==> src/design/synth_ctrl_map.vh <==
// Register offsets, field positions, reset values and timing counts of the synthesizer control.
`ifndef SYNTH_CTRL_MAP_VH
`define SYNTH_CTRL_MAP_VH
// ==========================================================================
// Register byte addresses
`define CTRL_ADDR 12'h000
`define BW_ADDR 12'h004
`define MULH_ADDR 12'h008
`define MULL_ADDR 12'h00C
`define VRS_ADDR 12'h010
`define MODE_ADDR 12'h014
// ==========================================================================
// Control register fields
`define CTRL_IE_BIT 7
`define CTRL_FLAG_BIT 6
`define CTRL_PON_BIT 5
`define CTRL_BCS_BIT 4
// Bandwidth register fields
`define BW_AUTO_BIT 7
`define BW_LOCK_BIT 6
`define BW_TRACK_BIT 5
// Mode register fields
`define MODE_OSC_KEEP_BIT 0
`define MODE_BCFP_BIT 1
// ==========================================================================
// Reset values
`define MULL_RESET 8'h40
`define MULH_RESET 4'h0
`define VRS_RESET 8'h40
`define MUL_ZERO 12'h000
`define MUL_ONE 12'h001
// ==========================================================================
// Lock detector timing
`define LOCK_TIME_NS 1000
`define CLK_PERIOD_NS 40
`define LOCK_CYCLES ((`LOCK_TIME_NS + `CLK_PERIOD_NS - 1) / `CLK_PERIOD_NS)
`endif

==> src/design/synth_ctrl.v <==
// Register-level control of a phase-locked clock synthesizer with an APB slave.
//
// Implementation choices: the placing of the registers and register access over APB.
`timescale 1ns/1ps
`default_nettype none
`include "synth_ctrl_map.vh"

module synth_ctrl #(
  parameter LOCK_CYCLES = `LOCK_CYCLES
) (
  // Clock and reset
  input wire MCLK_I,
  input wire RESETN_I,
  // APB slave
  input wire PSEL_I,
  input wire PENABLE_I,
  input wire PWRITE_I,
  input wire [11:0] PADDR_I,
  input wire [31:0] PWDATA_I,
  output wire PREADY_O,
  output reg [31:0] PRDATA_O,
  output wire PSLVERR_O,
  // System state
  input wire WAIT_I,
  input wire STOP_I,
  input wire BREAK_I,
  // Analog loop status and clock inputs
  input wire VCO_LOCKED_I,
  input wire XTAL_CLK_I,
  input wire VCO_CLK_I,
  // Clock unit outputs
  output reg SYNTH_ENABLE_O,
  output reg OSC_ENABLE_O,
  output reg LOOP_TRACK_O,
  output reg [11:0] FEEDBACK_DIV_O,
  output reg [7:0] VCO_CENTRE_O,
  output reg CRYSTAL_CLOCK_OUT_O,
  output reg BASE_CLOCK_OUT_O,
  output reg VCO_CLOCK_OUT_O,
  output reg CLOCK_UNIT_IRQ_O
);

  // ==========================================================================
  // Reset synchroniser
  reg rst_meta_reg;
  reg rst_sync_reg;
  wire rst_n = rst_sync_reg;

  always @(posedge MCLK_I or negedge RESETN_I) begin
    if (!RESETN_I) begin
      rst_meta_reg <= 1'b0;
      rst_sync_reg <= 1'b0;
    end else begin
      rst_meta_reg <= 1'b1;
      rst_sync_reg <= rst_meta_reg;
    end
  end

  // ==========================================================================
  // Registers
  reg synth_irq_enable_reg;
  reg synth_irq_flag_reg;
  reg synth_power_on_reg;
  reg base_source_select_reg;
  reg auto_mode_reg;
  reg lock_reg;
  reg track_manual_reg;
  reg track_auto_reg;
  reg [3:0] feedback_divider_high_reg;
  reg [7:0] feedback_divider_low_reg;
  reg [7:0] vco_centre_multiplier_reg;
  reg osc_keep_in_stop_reg;
  reg break_clear_permit_reg;
  reg [15:0] lock_count_reg;

  wire access = PSEL_I & PENABLE_I;
  wire wr = access & PWRITE_I;
  wire rd = access & ~PWRITE_I;
  wire stopped = STOP_I;
  // A zero range setting powers the loop down regardless of the on bit.
  wire synth_active = synth_power_on_reg & range_live(vco_centre_multiplier_reg) & ~stopped;

  // One-cycle APB answer: every access completes in its first access cycle.
  assign PREADY_O = 1'b1;
  assign PSLVERR_O = access & ~addr_known(PADDR_I);

  function addr_known;
    input [11:0] a;
    begin
      addr_known = (a == `CTRL_ADDR) || (a == `BW_ADDR) || (a == `MULH_ADDR) ||
                   (a == `MULL_ADDR) || (a == `VRS_ADDR) || (a == `MODE_ADDR);
    end
  endfunction

  // ==========================================================================
  // Lock detector: the analog indication must hold for the settle time.
  // A short analog glitch restarts the count, so lock is never reported early.
  localparam [15:0] LOCK_LIMIT = LOCK_CYCLES[15:0];
  reg [15:0] lock_count_next;
  reg lock_next;
  wire lock_now = auto_mode_reg & synth_active & (lock_count_reg >= LOCK_LIMIT);

  always @* begin
    lock_count_next = lock_count_reg;
    if (!(synth_active && VCO_LOCKED_I)) begin
      lock_count_next = 16'h0000;
    end else if (lock_count_reg < LOCK_LIMIT) begin
      lock_count_next = lock_count_reg + 16'h0001;
    end
    lock_next = lock_now;
  end

  always @(posedge MCLK_I or negedge rst_n) begin
    if (!rst_n) begin
      lock_count_reg <= 16'h0000;
      lock_reg <= 1'b0;
    end else begin
      lock_count_reg <= lock_count_next;
      lock_reg <= lock_next;
    end
  end

  wire lock_change = auto_mode_reg & (lock_now != lock_reg);
  // Reads in break clear the flag only when the break permit allows it.
  wire flag_read_clear = rd & (PADDR_I == `CTRL_ADDR) & (~BREAK_I | break_clear_permit_reg);

  // ==========================================================================
  // Address decode of the bus request
  wire hit_ctrl = (PADDR_I == `CTRL_ADDR);
  wire hit_bw = (PADDR_I == `BW_ADDR);
  wire hit_mulh = (PADDR_I == `MULH_ADDR);
  wire hit_mull = (PADDR_I == `MULL_ADDR);
  wire hit_vrs = (PADDR_I == `VRS_ADDR);
  wire hit_mode = (PADDR_I == `MODE_ADDR);

  reg synth_irq_enable_next;
  reg synth_irq_flag_next;
  reg synth_power_on_next;
  reg base_source_select_next;
  reg auto_mode_next;
  reg track_manual_next;
  reg track_auto_next;
  reg [3:0] feedback_divider_high_next;
  reg [7:0] feedback_divider_low_next;
  reg [7:0] vco_centre_multiplier_next;
  reg osc_keep_in_stop_next;
  reg break_clear_permit_next;

  // A range of zero parks the loop; used by power gating and base selection alike.
  function range_live;
    input [7:0] r;
    begin
      range_live = (r != 8'h00);
    end
  endfunction

  // ==========================================================================
  // Register next values
  always @* begin
    // Every next value but track_auto_next defaults to the held one, so no path infers a latch.
    synth_irq_enable_next = synth_irq_enable_reg;
    synth_irq_flag_next = synth_irq_flag_reg;
    synth_power_on_next = synth_power_on_reg;
    base_source_select_next = base_source_select_reg;
    auto_mode_next = auto_mode_reg;
    track_manual_next = track_manual_reg;
    track_auto_next = lock_now;
    feedback_divider_high_next = feedback_divider_high_reg;
    feedback_divider_low_next = feedback_divider_low_reg;
    vco_centre_multiplier_next = vco_centre_multiplier_reg;
    osc_keep_in_stop_next = osc_keep_in_stop_reg;
    break_clear_permit_next = break_clear_permit_reg;
    // Set wins over the read clear so no lock change is lost.
    if (lock_change) begin
      synth_irq_flag_next = 1'b1;
    end else if (flag_read_clear || !auto_mode_reg) begin
      synth_irq_flag_next = 1'b0;
    end
    if (wr && hit_ctrl) begin
      if (auto_mode_reg) begin
        synth_irq_enable_next = PWDATA_I[`CTRL_IE_BIT];
      end
      // The on bit cannot drop while the VCO drives the base clock.
      synth_power_on_next = PWDATA_I[`CTRL_PON_BIT] | base_source_select_reg;
      // Selection is allowed while unlocked; only power and range gate it.
      base_source_select_next = PWDATA_I[`CTRL_BCS_BIT] & synth_power_on_reg &
                                range_live(vco_centre_multiplier_reg);
    end else if (!range_live(vco_centre_multiplier_reg)) begin
      base_source_select_next = 1'b0;
    end
    // Manual mode holds the enable clear, so a stale enable never fires later.
    if (!auto_mode_reg) begin
      synth_irq_enable_next = 1'b0;
    end
    if (wr && hit_bw) begin
      // The lock bit position is a test hook; the written value is discarded.
      auto_mode_next = PWDATA_I[`BW_AUTO_BIT];
      if (!auto_mode_reg) begin
        track_manual_next = PWDATA_I[`BW_TRACK_BIT];
      end
    end
    // Power on freezes divider and range, so the loop never sees a half-written setting.
    if (wr && !synth_power_on_reg) begin
      if (hit_mulh) begin
        feedback_divider_high_next = PWDATA_I[3:0];
      end else if (hit_mull) begin
        feedback_divider_low_next = PWDATA_I[7:0];
      end else if (hit_vrs) begin
        vco_centre_multiplier_next = PWDATA_I[7:0];
      end
    end
    // Keep-oscillator and break permit stand in for the system option registers.
    if (wr && hit_mode) begin
      osc_keep_in_stop_next = PWDATA_I[`MODE_OSC_KEEP_BIT];
      break_clear_permit_next = PWDATA_I[`MODE_BCFP_BIT];
    end
  end

  // ==========================================================================
  // Register update
  // Only constants load on reset; every decision is made in the next-value logic.
  always @(posedge MCLK_I or negedge rst_n) begin
    if (!rst_n) begin
      synth_irq_enable_reg <= 1'b0;
      synth_irq_flag_reg <= 1'b0;
      synth_power_on_reg <= 1'b1;
      base_source_select_reg <= 1'b0;
      auto_mode_reg <= 1'b0;
      track_manual_reg <= 1'b0;
      track_auto_reg <= 1'b0;
      feedback_divider_high_reg <= `MULH_RESET;
      feedback_divider_low_reg <= `MULL_RESET;
      vco_centre_multiplier_reg <= `VRS_RESET;
      osc_keep_in_stop_reg <= 1'b0;
      break_clear_permit_reg <= 1'b0;
    end else begin
      synth_irq_enable_reg <= synth_irq_enable_next;
      synth_irq_flag_reg <= synth_irq_flag_next;
      synth_power_on_reg <= synth_power_on_next;
      base_source_select_reg <= base_source_select_next;
      auto_mode_reg <= auto_mode_next;
      track_manual_reg <= track_manual_next;
      track_auto_reg <= track_auto_next;
      feedback_divider_high_reg <= feedback_divider_high_next;
      feedback_divider_low_reg <= feedback_divider_low_next;
      vco_centre_multiplier_reg <= vco_centre_multiplier_next;
      osc_keep_in_stop_reg <= osc_keep_in_stop_next;
      break_clear_permit_reg <= break_clear_permit_next;
    end
  end

  // ==========================================================================
  // Read data
  wire track_now = auto_mode_reg ? track_auto_reg : track_manual_reg;
  reg [31:0] read_next;

  // Read data is taken in the setup cycle so it stands through the whole access phase.
  always @* begin
    read_next = 32'h00000000;
    if (hit_ctrl) begin
      read_next = {24'h000000, synth_irq_enable_reg, synth_irq_flag_reg & auto_mode_reg,
                   synth_power_on_reg, base_source_select_reg, 4'h0};
    end else if (hit_bw) begin
      read_next = {24'h000000, auto_mode_reg, lock_reg & auto_mode_reg, track_now,
                   5'h00};
    end else if (hit_mulh) begin
      read_next = {28'h0000000, feedback_divider_high_reg};
    end else if (hit_mull) begin
      read_next = {24'h000000, feedback_divider_low_reg};
    end else if (hit_vrs) begin
      read_next = {24'h000000, vco_centre_multiplier_reg};
    end else if (hit_mode) begin
      read_next = {30'h00000000, break_clear_permit_reg, osc_keep_in_stop_reg};
    end
  end

  always @(posedge MCLK_I or negedge rst_n) begin
    if (!rst_n) begin
      PRDATA_O <= 32'h00000000;
    end else if (PSEL_I && !PENABLE_I && !PWRITE_I) begin
      PRDATA_O <= read_next;
    end
  end

  // ==========================================================================
  // Clock unit outputs. Wait is deliberately not looked at.
  wire [11:0] mul_raw = {feedback_divider_high_reg, feedback_divider_low_reg};
  reg xtal_div_reg;
  reg vco_div_reg;
  reg xtal_div_next;
  reg vco_div_next;
  reg synth_enable_next;
  reg osc_enable_next;
  reg loop_track_next;
  reg [11:0] feedback_div_next;
  reg [7:0] vco_centre_next;
  reg crystal_clock_next;
  reg base_clock_next;
  reg vco_clock_next;
  reg irq_next;
  wire osc_on = ~stopped | osc_keep_in_stop_reg;

  // Registered outputs keep decode glitches off the clock and interrupt lines.
  always @* begin
    synth_enable_next = synth_active;
    osc_enable_next = osc_on;
    loop_track_next = track_now;
    feedback_div_next = (mul_raw == `MUL_ZERO) ? `MUL_ONE : mul_raw;
    vco_centre_next = vco_centre_multiplier_reg;
    xtal_div_next = osc_on ? ~xtal_div_reg : 1'b0;
    vco_div_next = synth_active ? ~vco_div_reg : 1'b0;
    crystal_clock_next = osc_on & XTAL_CLK_I;
    vco_clock_next = synth_active & VCO_CLK_I;
    // Stop holds the base clock low whichever source is selected.
    base_clock_next = stopped ? 1'b0 :
                      (base_source_select_reg ? vco_div_reg : xtal_div_reg);
    // The interrupt is a level; it falls once software reads the flag clear.
    irq_next = ~stopped & auto_mode_reg & synth_irq_enable_reg &
               synth_irq_flag_reg;
  end

  always @(posedge MCLK_I or negedge rst_n) begin
    if (!rst_n) begin
      SYNTH_ENABLE_O <= 1'b0;
      OSC_ENABLE_O <= 1'b0;
      LOOP_TRACK_O <= 1'b0;
      FEEDBACK_DIV_O <= `MUL_ONE;
      VCO_CENTRE_O <= 8'h00;
      CRYSTAL_CLOCK_OUT_O <= 1'b0;
      BASE_CLOCK_OUT_O <= 1'b0;
      VCO_CLOCK_OUT_O <= 1'b0;
      CLOCK_UNIT_IRQ_O <= 1'b0;
      xtal_div_reg <= 1'b0;
      vco_div_reg <= 1'b0;
    end else begin
      SYNTH_ENABLE_O <= synth_enable_next;
      OSC_ENABLE_O <= osc_enable_next;
      LOOP_TRACK_O <= loop_track_next;
      FEEDBACK_DIV_O <= feedback_div_next;
      VCO_CENTRE_O <= vco_centre_next;
      xtal_div_reg <= xtal_div_next;
      vco_div_reg <= vco_div_next;
      CRYSTAL_CLOCK_OUT_O <= crystal_clock_next;
      VCO_CLOCK_OUT_O <= vco_clock_next;
      BASE_CLOCK_OUT_O <= base_clock_next;
      CLOCK_UNIT_IRQ_O <= irq_next;
    end
  end

  wire unused_ok = WAIT_I;

endmodule // synth_ctrl
`default_nettype wire

==> config.mk <==
export PLATFORM = sky130hd
export DESIGN_NAME = synth_ctrl
export DESIGN_NICKNAME = d
export VERILOG_FILES = /design/src/design/synth_ctrl.v
export VERILOG_INCLUDE_DIRS = /design/src /design/src/design
export SDC_FILE = /design/constraint.sdc
export NUM_CORES = 1
export LEC_CHECK = 0
export ABC_CLOCK_PERIOD_IN_PS = 7950
export BUFFER_PORTS_ARGS = -buffer_cell sky130_fd_sc_hd__buf_2
export CORE_MARGIN = 5
export CORE_UTILIZATION = 54
export DETAILED_ROUTE_END_ITERATION = 12
export PLACE_DENSITY = 0.84
export REMOVE_ABC_BUFFERS = 1
export SLEW_MARGIN = 0
export SYNTH_ARGS = -nofsm -noshare
export SYNTH_HDL_FRONTEND = slang
export SYNTH_SLANG_ARGS = --single-unit
==> constraint.sdc <==
create_clock -name MCLK_I -period 7.95 [get_ports MCLK_I]
set_input_delay 0.3975 -clock MCLK_I [delete_from_list [all_inputs] [get_ports MCLK_I]]
set_output_delay 0.3975 -clock MCLK_I [all_outputs]
set_load 0.05 [all_outputs]
**Yosys cells after proc, flatten, opt, wreduce, memory -nomap -nowiden**

Index checks and enable logic that the tools add are counted.
Widths: inputs -> output; s select.

- Add/subtract/negate cells: 1
- Multiply operators: 0
- Divide/modulo/power cells: 0
- Magnitude comparators: 2
- Eq/ne operators: 9
- Shift-type cells: 0
- Mux-type cells: 20
- Bitwise logic cells: 32
- Reductions and logical operators: 25

Operators by type and width:

| cell | count |
|---|---|
| $mux 32 | 2 |
| $mux 16 | 2 |
| $eq 12x4->1 const B | 2 |
| $eq 12x5->1 const B | 2 |
| $logic_not 12->1 | 2 |
| $mux 8 | 3 |
| $and 1x1->1 | 20 |
| $add 16x1->16 const B | 1 |
| $ge 16x5->1 const B | 1 |
| $lt 16x5->1 const B | 1 |
| $eq 12x3->1 const B | 1 |
| $mux 12 | 1 |
| $mux 1 | 11 |
| $not 1->1 | 9 |
| $reduce_bool 8->1 | 1 |
| $logic_and 1x1->1 | 7 |
| $logic_or 1x1->1 | 6 |
| $logic_not 1->1 | 4 |
| $ne 2x1->1 const B | 2 |
| $reduce_and 2->1 | 2 |
| $reduce_and 4->1 | 1 |
| $or 1x1->1 | 3 |
| $reduce_and 3->1 | 1 |
| $mux 2 | 1 |
| other kinds (3) | 3 |

- Flip-flop bits (word level): 108
- Bits in latches: 0
- Bits in writable memories: 0
- Bits in read-only memories: 0
- Input bits: 55
- Output and inout bits: 61
- Memories kept: 0

**Depth between registers and ports, before layout**

Gate-level depths: netlist of run 1.

- Depth after elaboration: 8
- Depth in mapped cells: 7
- Gate-level depth less buffers: 7

**Worst setup path before layout of run 1**

No wires, ideal clock.

- Path type: input port to flip-flop
- From: input port PADDR_I[4]
- To: register feedback_divider_low_reg[0]
- Data arrival time: 1.803 ns
- Setup slack: 6.022 ns
- Stages: 6
- Buffers on the path: 2
- Cell sequence: buf_6 nor4_4 nand4_4 or3_1 buf_6 mux2_4

- Longest elaborated chain between the ends: 3

RTL lines:

| element | RTL line | RTL |
|---|---|---|
| from (decl) | synth_ctrl.v:18 | `input wire [11:0] PADDR_I,` |
| $eq 12x4->1 (no line) | -- |  |
| $not 1->1 (no line) | -- |  |
| $reduce_and 3->1 (no line) (*) | -- |  |
| to (signal assigned) | synth_ctrl.v:232 | `` feedback_divider_low_reg <= `MULL_RESET; `` |
| to (signal assigned) | synth_ctrl.v:245 | `feedback_divider_low_reg <= feedback_divider_low_next;` |
| to (decl) | synth_ctrl.v:70 | `reg [7:0] feedback_divider_low_reg;` |

Mark *: on every way between the ends. The rest lies on a longest branch, timed or not.
A chain may end at the register's enable or synchronous reset.

**Final worst setup path of run 1**

- From: register vco_centre_multiplier_reg[6] (netlist: range_live.r[6])
- To: register synth_irq_flag_reg

- Longest elaborated chain between the ends: 8

RTL lines:

| element | RTL line | RTL |
|---|---|---|
| from (decl) | synth_ctrl.v:71 | `reg [7:0] vco_centre_multiplier_reg;` |
| from (signal assigned) | synth_ctrl.v:233 | `` vco_centre_multiplier_reg <= `VRS_RESET; `` |
| from (signal assigned) | synth_ctrl.v:246 | `vco_centre_multiplier_reg <= vco_centre_multiplier_next;` |
| $reduce_bool 8->1 (*) | synth_ctrl.v:153 | `range_live = (r != 8'h00);` |
| $and 1x1->1 (*) (2 in a row) | synth_ctrl.v:81 | `wire synth_active = synth_power_on_reg & range_live(vco_centre_multiplier_reg) & ~stopped;` |
| $and 1x1->1 (*) (2 in a row) | synth_ctrl.v:101 | `wire lock_now = auto_mode_reg & synth_active & (lock_count_reg >= LOCK_LIMIT);` |
| $ne 1x1->1 (*) | synth_ctrl.v:123 | `wire lock_change = auto_mode_reg & (lock_now != lock_reg);` |
| $and 1x1->1 (*) | synth_ctrl.v:123 |  |
| $mux 1 or $reduce_bool 2->1 (tied branches) | -- |  |
| to (signal assigned) | synth_ctrl.v:238 | `synth_irq_flag_reg <= synth_irq_flag_next;` |
| to (decl) | synth_ctrl.v:62 | `reg synth_irq_flag_reg;` |

Marks and branches as above.

==> impl_metrics.json, run 1 <==
{
  "status": "finished, final reports clean",
  "placedCellCount": 431,
  "syn_avg_cell_area_sq_um": 11.9,
  "antenna_left": 0,
  "clk_latency_ns": 0.35,
  "r2r_cells": 5,
  "drv_cap": 0,
  "grt_pass1_wl_um": 11800,
  "dpl.hpwl_um": 5170,
  "setup_violations": 0,
  "cp.required_ns": 8.18,
  "crit_type": "reg2reg",
  "leakage_uw": 0.00213,
  "ios": 116,
  "drc_errors": 0,
  "slowest_stage": "a21oi_1",
  "largest_reg_flops": 16,
  "yosysUniqueCellTypes": 50,
  "fp.dieW_um": 92.4,
  "post_cts_buffers": 0,
  "critPathLaunch": "range_live.r[6]$_DFFE_PN1P_",
  "reg2reg_slack_ns": 5.91,
  "synth-main-ff-cell": "dfrtp_1",
  "diodes": 0,
  "wl_per_cell_um": 15.8,
  "die-area_sq_mm": 0.00854,
  "tightestPinTransition_ns": 1.00,
  "core_sq_mm": 0.00668,
  "synthArstFlopShare": 1.00,
  "drv_slew": 0,
  "via_count": 2385,
  "hold_violations": 0,
  "ys_warn_count": 0,
  "grt_max_degree": 83,
  "wl_um": 7080,
  "critPathMaxFanout": 16,
  "stdcell_count": 448,
  "cp.buffers_inverters": 0,
  "antenna_found_initial": 0,
  "critical_path_arrival_ns": 2.27,
  "relSlewSlack": 0.331,
  "drt_pre_antenna_iters": 4,
  "synth-edff-count": 0,
  "setup_tns_ns": 0,
  "dp_slack_ns": 5.59,
  "crit_path_start_kind": "flip-flop",
  "final.min_clock_period_ns": 2.04,
  "r2r_start": "range_live.r[6]$_DFFE_PN1P_",
  "layout.nets": 421,
  "dieHeight_um": 92.4,
  "grtUsageTotal": 0.178,
  "cts_root_buffer": "clkbuf_8",
  "max_freq_ghz": 0.490,
  "slowest_delay_ns": 0.69,
  "grt_setup_unrepaired": "false",
  "initial_utilization": 0.549,
  "final_util": 0.612,
  "hold_depth": 2,
  "cts.reportedPaths.clkPinSlew_ns": 0.08,
  "ctsResizeCount": 0,
  "vias_per_cell": 5.32,
  "cts_made_buffers": 9,
  "ys_seq_area_frac": 0.575,
  "synth_cells": 307,
  "clock_path_buffers": 2,
  "grt.overflow.total": 0,
  "drt_iter0_drc": 91,
  "synthToLayoutAreaGrowth_pct": 11.5,
  "grt_pass1_vias": 2358,
  "num_rows": 30,
  "cp_cell_sequence": "nor4_1 > a21oi_1 > a21boi_0 > xnor2_1 > a21boi_0",
  "placement.io_buffers": 65,
  "crit_top_cell": "a21boi_0",
  "crit_path_end_kind": "flip-flop",
  "cts_tree": "done",
  "setup_slack_ns": 5.91,
  "peakVddDrop_v": 0.000119,
  "fin_skew_ns": 0.00767,
  "ys_ff_latch": 84,
  "min_path_type": "in2reg",
  "worstReg2RegEnd": "synth_irq_flag_reg$_DFFE_PN0P_",
  "whs_ns": 0.255,
  "clock-sinks": 84,
  "cp_num_cells": 5,
  "synth.cell_area_sq_mm": 0.00367,
  "drive_gt1_frac": 0.332,
  "final.period_utilization": 0.257,
  "ctsHtreeMaxLevel": 3,
  "gp_congestion": 0.806,
  "path_delay_family": "compound AO/OA/AOI/OAI gates",
  "power_density_mw_per_mm2": 188,
  "cp-endpoint": "synth_irq_flag_reg$_DFFE_PN0P_"
}
[synthesized netlist by cell type, drive strengths merged (3+ instances only)]
cell    count  area share
nor4        8       0.022
a21oi       9       0.012
ha          3       0.010
dfrtp      80        0.55
mux2i       8       0.022
nor2       19       0.020
buf        27       0.057
inv         8      0.0082
o21ai       9       0.012
nor2b       4      0.0068
clkbuf     18       0.018
nor3        5      0.0068
and2        5      0.0085
mux2       26       0.088
dfstp       4       0.029
nand2      18       0.018
nand3       3      0.0041
nand4       5       0.013
and3       13       0.023
[routing by layer]
metal,vias up,track usage,routed length [um]
met3,16,0.0690,581
met5,-,0,0
met1,1155,0.234,3000
met4,0,0.0631,130
met2,88,0.270,3370
li1,1126,-,-
[through the flow]
stage          total power, uW  instance area, sq um
2_1_floorplan              492                  3480
3_3_place_gp               513                  3910
3_5_place_dp               514                  3910
4_1_cts                    777                  4090
5_1_grt                    802                  4090
6_report                   769                  4090
[kinds of logic (layout without fill, tap and decap cells)]
family | after synthesis | count (layout) | share of synthesized area
other cells | 2 | 26 | 0.00205
flops | 84 | 84 | 0.575
mux | 34 | 34 | 0.110
simple gates | 91 | 91 | 0.146
xor+xnor | 4 | 4 | 0.00956
buf+inv | 53 | 90 | 0.0840
compound gates | 36 | 36 | 0.0635
fa+ha+maj | 3 | 3 | 0.0102
[placed cells by master (no fill, tap or decap), types with 3 or more instances in the layout]
cell type and n:
clkbuf_8 10, nand2_1 18, nand3_1 3, and2_1 5
ha_1 3, nor2_1 18, mux2i_1 8, nor2b_1 4
conb_1 26, nor4_1 6, inv_1 8, mux2_2 18
mux2_4 8, dfrtp_1 79, and3_1 11, o21ai_0 9
nand4_1 4, nor3_1 5, buf_2 65, dfstp_2 4
a21oi_1 9
[how the worst min path moves through the flow]
stage                    start                       endpoint
floorplan             RESETN_I         rst_meta_reg$_DFF_PN0_
global placement      RESETN_I         rst_meta_reg$_DFF_PN0_
detailed placement    RESETN_I         rst_meta_reg$_DFF_PN0_
CTS                  VCO_CLK_I      VCO_CLOCK_OUT_O$_DFF_PN0_
global route        XTAL_CLK_I  CRYSTAL_CLOCK_OUT_O$_DFF_PN0_
finish              XTAL_CLK_I  CRYSTAL_CLOCK_OUT_O$_DFF_PN0_
[final cells by class]
class                      instances  area [sq um]
clock buffer                      12           145
clock inverter                     4          25.0
fill                             561          2590
inverter                           8          30.0
multi-input combinational        194          1340
sequential                        84          2110
tap                               80           100
timing repair buffer              66           335
[where the power goes]
group	internal, uW	switching (uW)	leakage, uW
Sequential	431	8.85	0.00113
Combinational	12.8	53.3	0.000917
Clock	121	142	0.0000824
[timing repair]
action,in CTS,in global routing
hold buffers,1,0
endpoints found under the hold margin,2,0
setup endpoints to repair,0,0
No activity file was read; power rests on OpenSTA's default activity.
==> inputs of run 2 (changes only) <==
--- a/config.mk
+++ b/config.mk
@@ -6,12 +6,12 @@
 export SDC_FILE = /design/constraint.sdc
 export NUM_CORES = 1
 export LEC_CHECK = 0
-export ABC_CLOCK_PERIOD_IN_PS = 7950
+export ABC_CLOCK_PERIOD_IN_PS = 1800
 export BUFFER_PORTS_ARGS = -buffer_cell sky130_fd_sc_hd__buf_2
 export CORE_MARGIN = 5
-export CORE_UTILIZATION = 54
+export CORE_UTILIZATION = 46
 export DETAILED_ROUTE_END_ITERATION = 12
-export PLACE_DENSITY = 0.84
+export PLACE_DENSITY = 0.76
 export REMOVE_ABC_BUFFERS = 1
 export SLEW_MARGIN = 0
 export SYNTH_ARGS = -nofsm -noshare
==> constraint.sdc (replaced) <==
create_clock -name MCLK_I -period 1.8 [get_ports MCLK_I]
set_input_delay 0.09 -clock MCLK_I [delete_from_list [all_inputs] [get_ports MCLK_I]]
set_output_delay 0.09 -clock MCLK_I [all_outputs]
set_load 0.05 [all_outputs]
==> run 2 against run 1 <==
  * Register-to-register slack got worse by 5.8 ns
  * Clock skew up 0.0044 ns
  * Critical path depth up 2
  * Hold slack worse by 0.24 ns
  * Flip-flop and latch count did not move
  * Non-clock buffer count rose by 22
  * First-iteration DRC count grew 5.5%
  * Critical endpoint unchanged
==> impl_metrics.json, run 2 (same netlist as run 1, synthesis figures left out) <==
{
  "status": "finished, final reports clean",
  "design_power_total_uw": 3590,
  "power_density_mw_per_mm2": 826,
  "grt_pass1_vias": 2500,
  "p_clk_frac": 0.371,
  "grt_setup_unrepaired": "false",
  "min_path_type": "in2reg",
  "p_sw_frac": 0.260,
  "grt.overflow.total": 0,
  "final_cell_area_sq_mm": 0.00435,
  "synthToLayoutAreaGrowth_pct": 18.7,
  "antenna_left": 0,
  "path_delay_family": "compound AO/OA/AOI/OAI gates",
  "vias_per_cell": 5.03,
  "layout_common_cells": "79 x dfrtp_1, 65 x buf_2, 26 x conb_1",
  "wl_um": 7780,
  "die-area_sq_mm": 0.00985,
  "clk_latency_ns": 0.35,
  "wl_per_cell_um": 15.8,
  "leakage_uw": 0.00225,
  "clock-sinks": 84,
  "fillers": 676,
  "hold_violations": 0,
  "cp_num_cells": 7,
  "final.period_utilization": 0.919,
  "crit_path_end_kind": "flip-flop",
  "via_count": 2474,
  "ios": 116,
  "placed_cell_area_sq_mm": 0.00409,
  "tightestPinTransition_ns": 0.487,
  "fp.dieW_um": 99.3,
  "placement.io_buffers": 65,
  "comb_power_share": 0.095,
  "drt_iter0_drc": 96,
  "core_sq_mm": 0.00773,
  "cts_made_buffers": 9,
  "stdcell_count": 492,
  "r2r_cells": 7,
  "initial_utilization": 0.474,
  "slowest_delay_ns": 0.38,
  "relSlewSlack": 0.672,
  "gp_congestion": 0.931,
  "max_freq_ghz": 0.604,
  "drv_slew": 0,
  "num_rows": 32,
  "final.min_clock_period_ns": 1.65,
  "cp_cell_sequence": "inv_1 > ha_1 > nor2b_1 > o2111a_1 > a21boi_0 > xnor2_1 > a21boi_0",
  "slowest_stage": "dfrtp_1",
  "pwr-share-seq": 0.534,
  "placedCellCount": 470,
  "peakVddDrop_v": 0.000461,
  "layout.nets": 443,
  "drc_errors": 0,
  "clock_path_buffers": 2,
  "setup_violations": 0,
  "cts_tree": "done",
  "critical_path_arrival_ns": 1.88,
  "dieHeight_um": 99.3,
  "cp.required_ns": 2.02,
  "critPathMaxFanout": 3,
  "ctsHtreeMaxLevel": 3,
  "crit_type": "reg2reg",
  "cts.reportedPaths.clkPinSlew_ns": 0.09,
  "antenna_found_initial": 0,
  "final_common_cell": "dfrtp_1",
  "hold_depth": 2,
  "grt_pass1_wl_um": 12800,
  "largest_reg_flops": 16,
  "power.switching_uw": 936,
  "cts_root_buffer": "clkbuf_8",
  "crit_top_cell": "a21boi_0",
  "drive_gt1_frac": 0.359,
  "internal-power_uw": 2660,
  "diodes": 0,
  "cp.buffers_inverters": 1,
  "grt_max_degree": 60,
  "fin_skew_ns": 0.0121,
  "dpl.hpwl_um": 5890,
  "grtUsageTotal": 0.167,
  "crit_path_start_kind": "flip-flop",
  "drt_pre_antenna_iters": 4,
  "drv_cap": 0
}
[run 2: cell types whose count changed in the layout (fill, tap and decap cells not counted), sizes merged]
cell / previous run / this run
clkinv: 2 / 1
clkinvlp: 2 / 3
dlygate4sd3: 1 / 6
bufinv: 0 / 1
clkbuf: 12 / 11
buf: 65 / 82
[run 2: metrics by stage]
step | setup TNS, ns | worst slack, ns | utilization | hold slack (ns)
after global placement | 0 | 0.0581 | 0.529 | -0.125
final | 0 | 0.145 | 0.563 | 0.0132
after global routing | 0 | 0.0284 | 0.563 | 0.00252
after detailed placement | -0.000174 | -0.000174 | 0.529 | -0.123
after CTS | 0 | 0.125 | 0.563 | 0.000482
after floorplan | -55.61 | -0.706 | - | -0.206
[run 2: path summary, 6_finish.rpt]
path	slack, ns	startpoint	to
max	0.15	lock_count_reg[1]$_DFFE_PN0P_	synth_irq_flag_reg$_DFFE_PN0P_
min	0.01	PWDATA_I[2]	feedback_divider_low_reg[2]$_DFFE_PN0P_
max reg2reg	0.15	lock_count_reg[1]$_DFFE_PN0P_	synth_irq_flag_reg$_DFFE_PN0P_
min reg2reg	0.22	rst_n$_DFF_PN0_	lock_count_reg[9]$_DFFE_PN0P_
max in group asynchronous	0.94	rst_n$_DFF_PN0_	FEEDBACK_DIV_O[0]$_DFF_PN1_
min in group asynchronous	0.07	RESETN_I	rst_n$_DFF_PN0_
[run 2: repair_timing]
action	in CTS	in global routing
endpoints found under the hold margin	8	0
hold buffers	6	0
endpoints found under the setup margin	0	0
buffers inserted	0	0
gates resized for setup	0	0
[run 2: per-layer routing]
layer  global-route usage  vias to the layer above  routed length, um
met4               0.0483                        0                146
met2                0.276                       74               3900
met3               0.0561                       10                554
met1                0.209                     1231               3180
met5                    0                        -                  0
li1                     -                     1159                  -
[run 2: area by class of cell]
class	count	area (sq um)	share of cell area
repair buffers	88	538	0.124
inverters	8	30.0	0.00690
clock buffers	11	141	0.0325
clock inverters	5	61.3	0.0141
well taps	102	128	0.0293
flip-flops and latches	84	2110	0.485
multi-input cells	194	1340	0.308
[run 2: power by group through the flow]
stage	registers [uW]	clock network, uW	logic [uW]
6_report	1920	1330	340
5_1_grt	1930	1460	364
4_1_cts	1920	1360	339
3_5_place_dp	1960	0	329
3_3_place_gp	1960	0	326
2_1_floorplan	2010	0	158
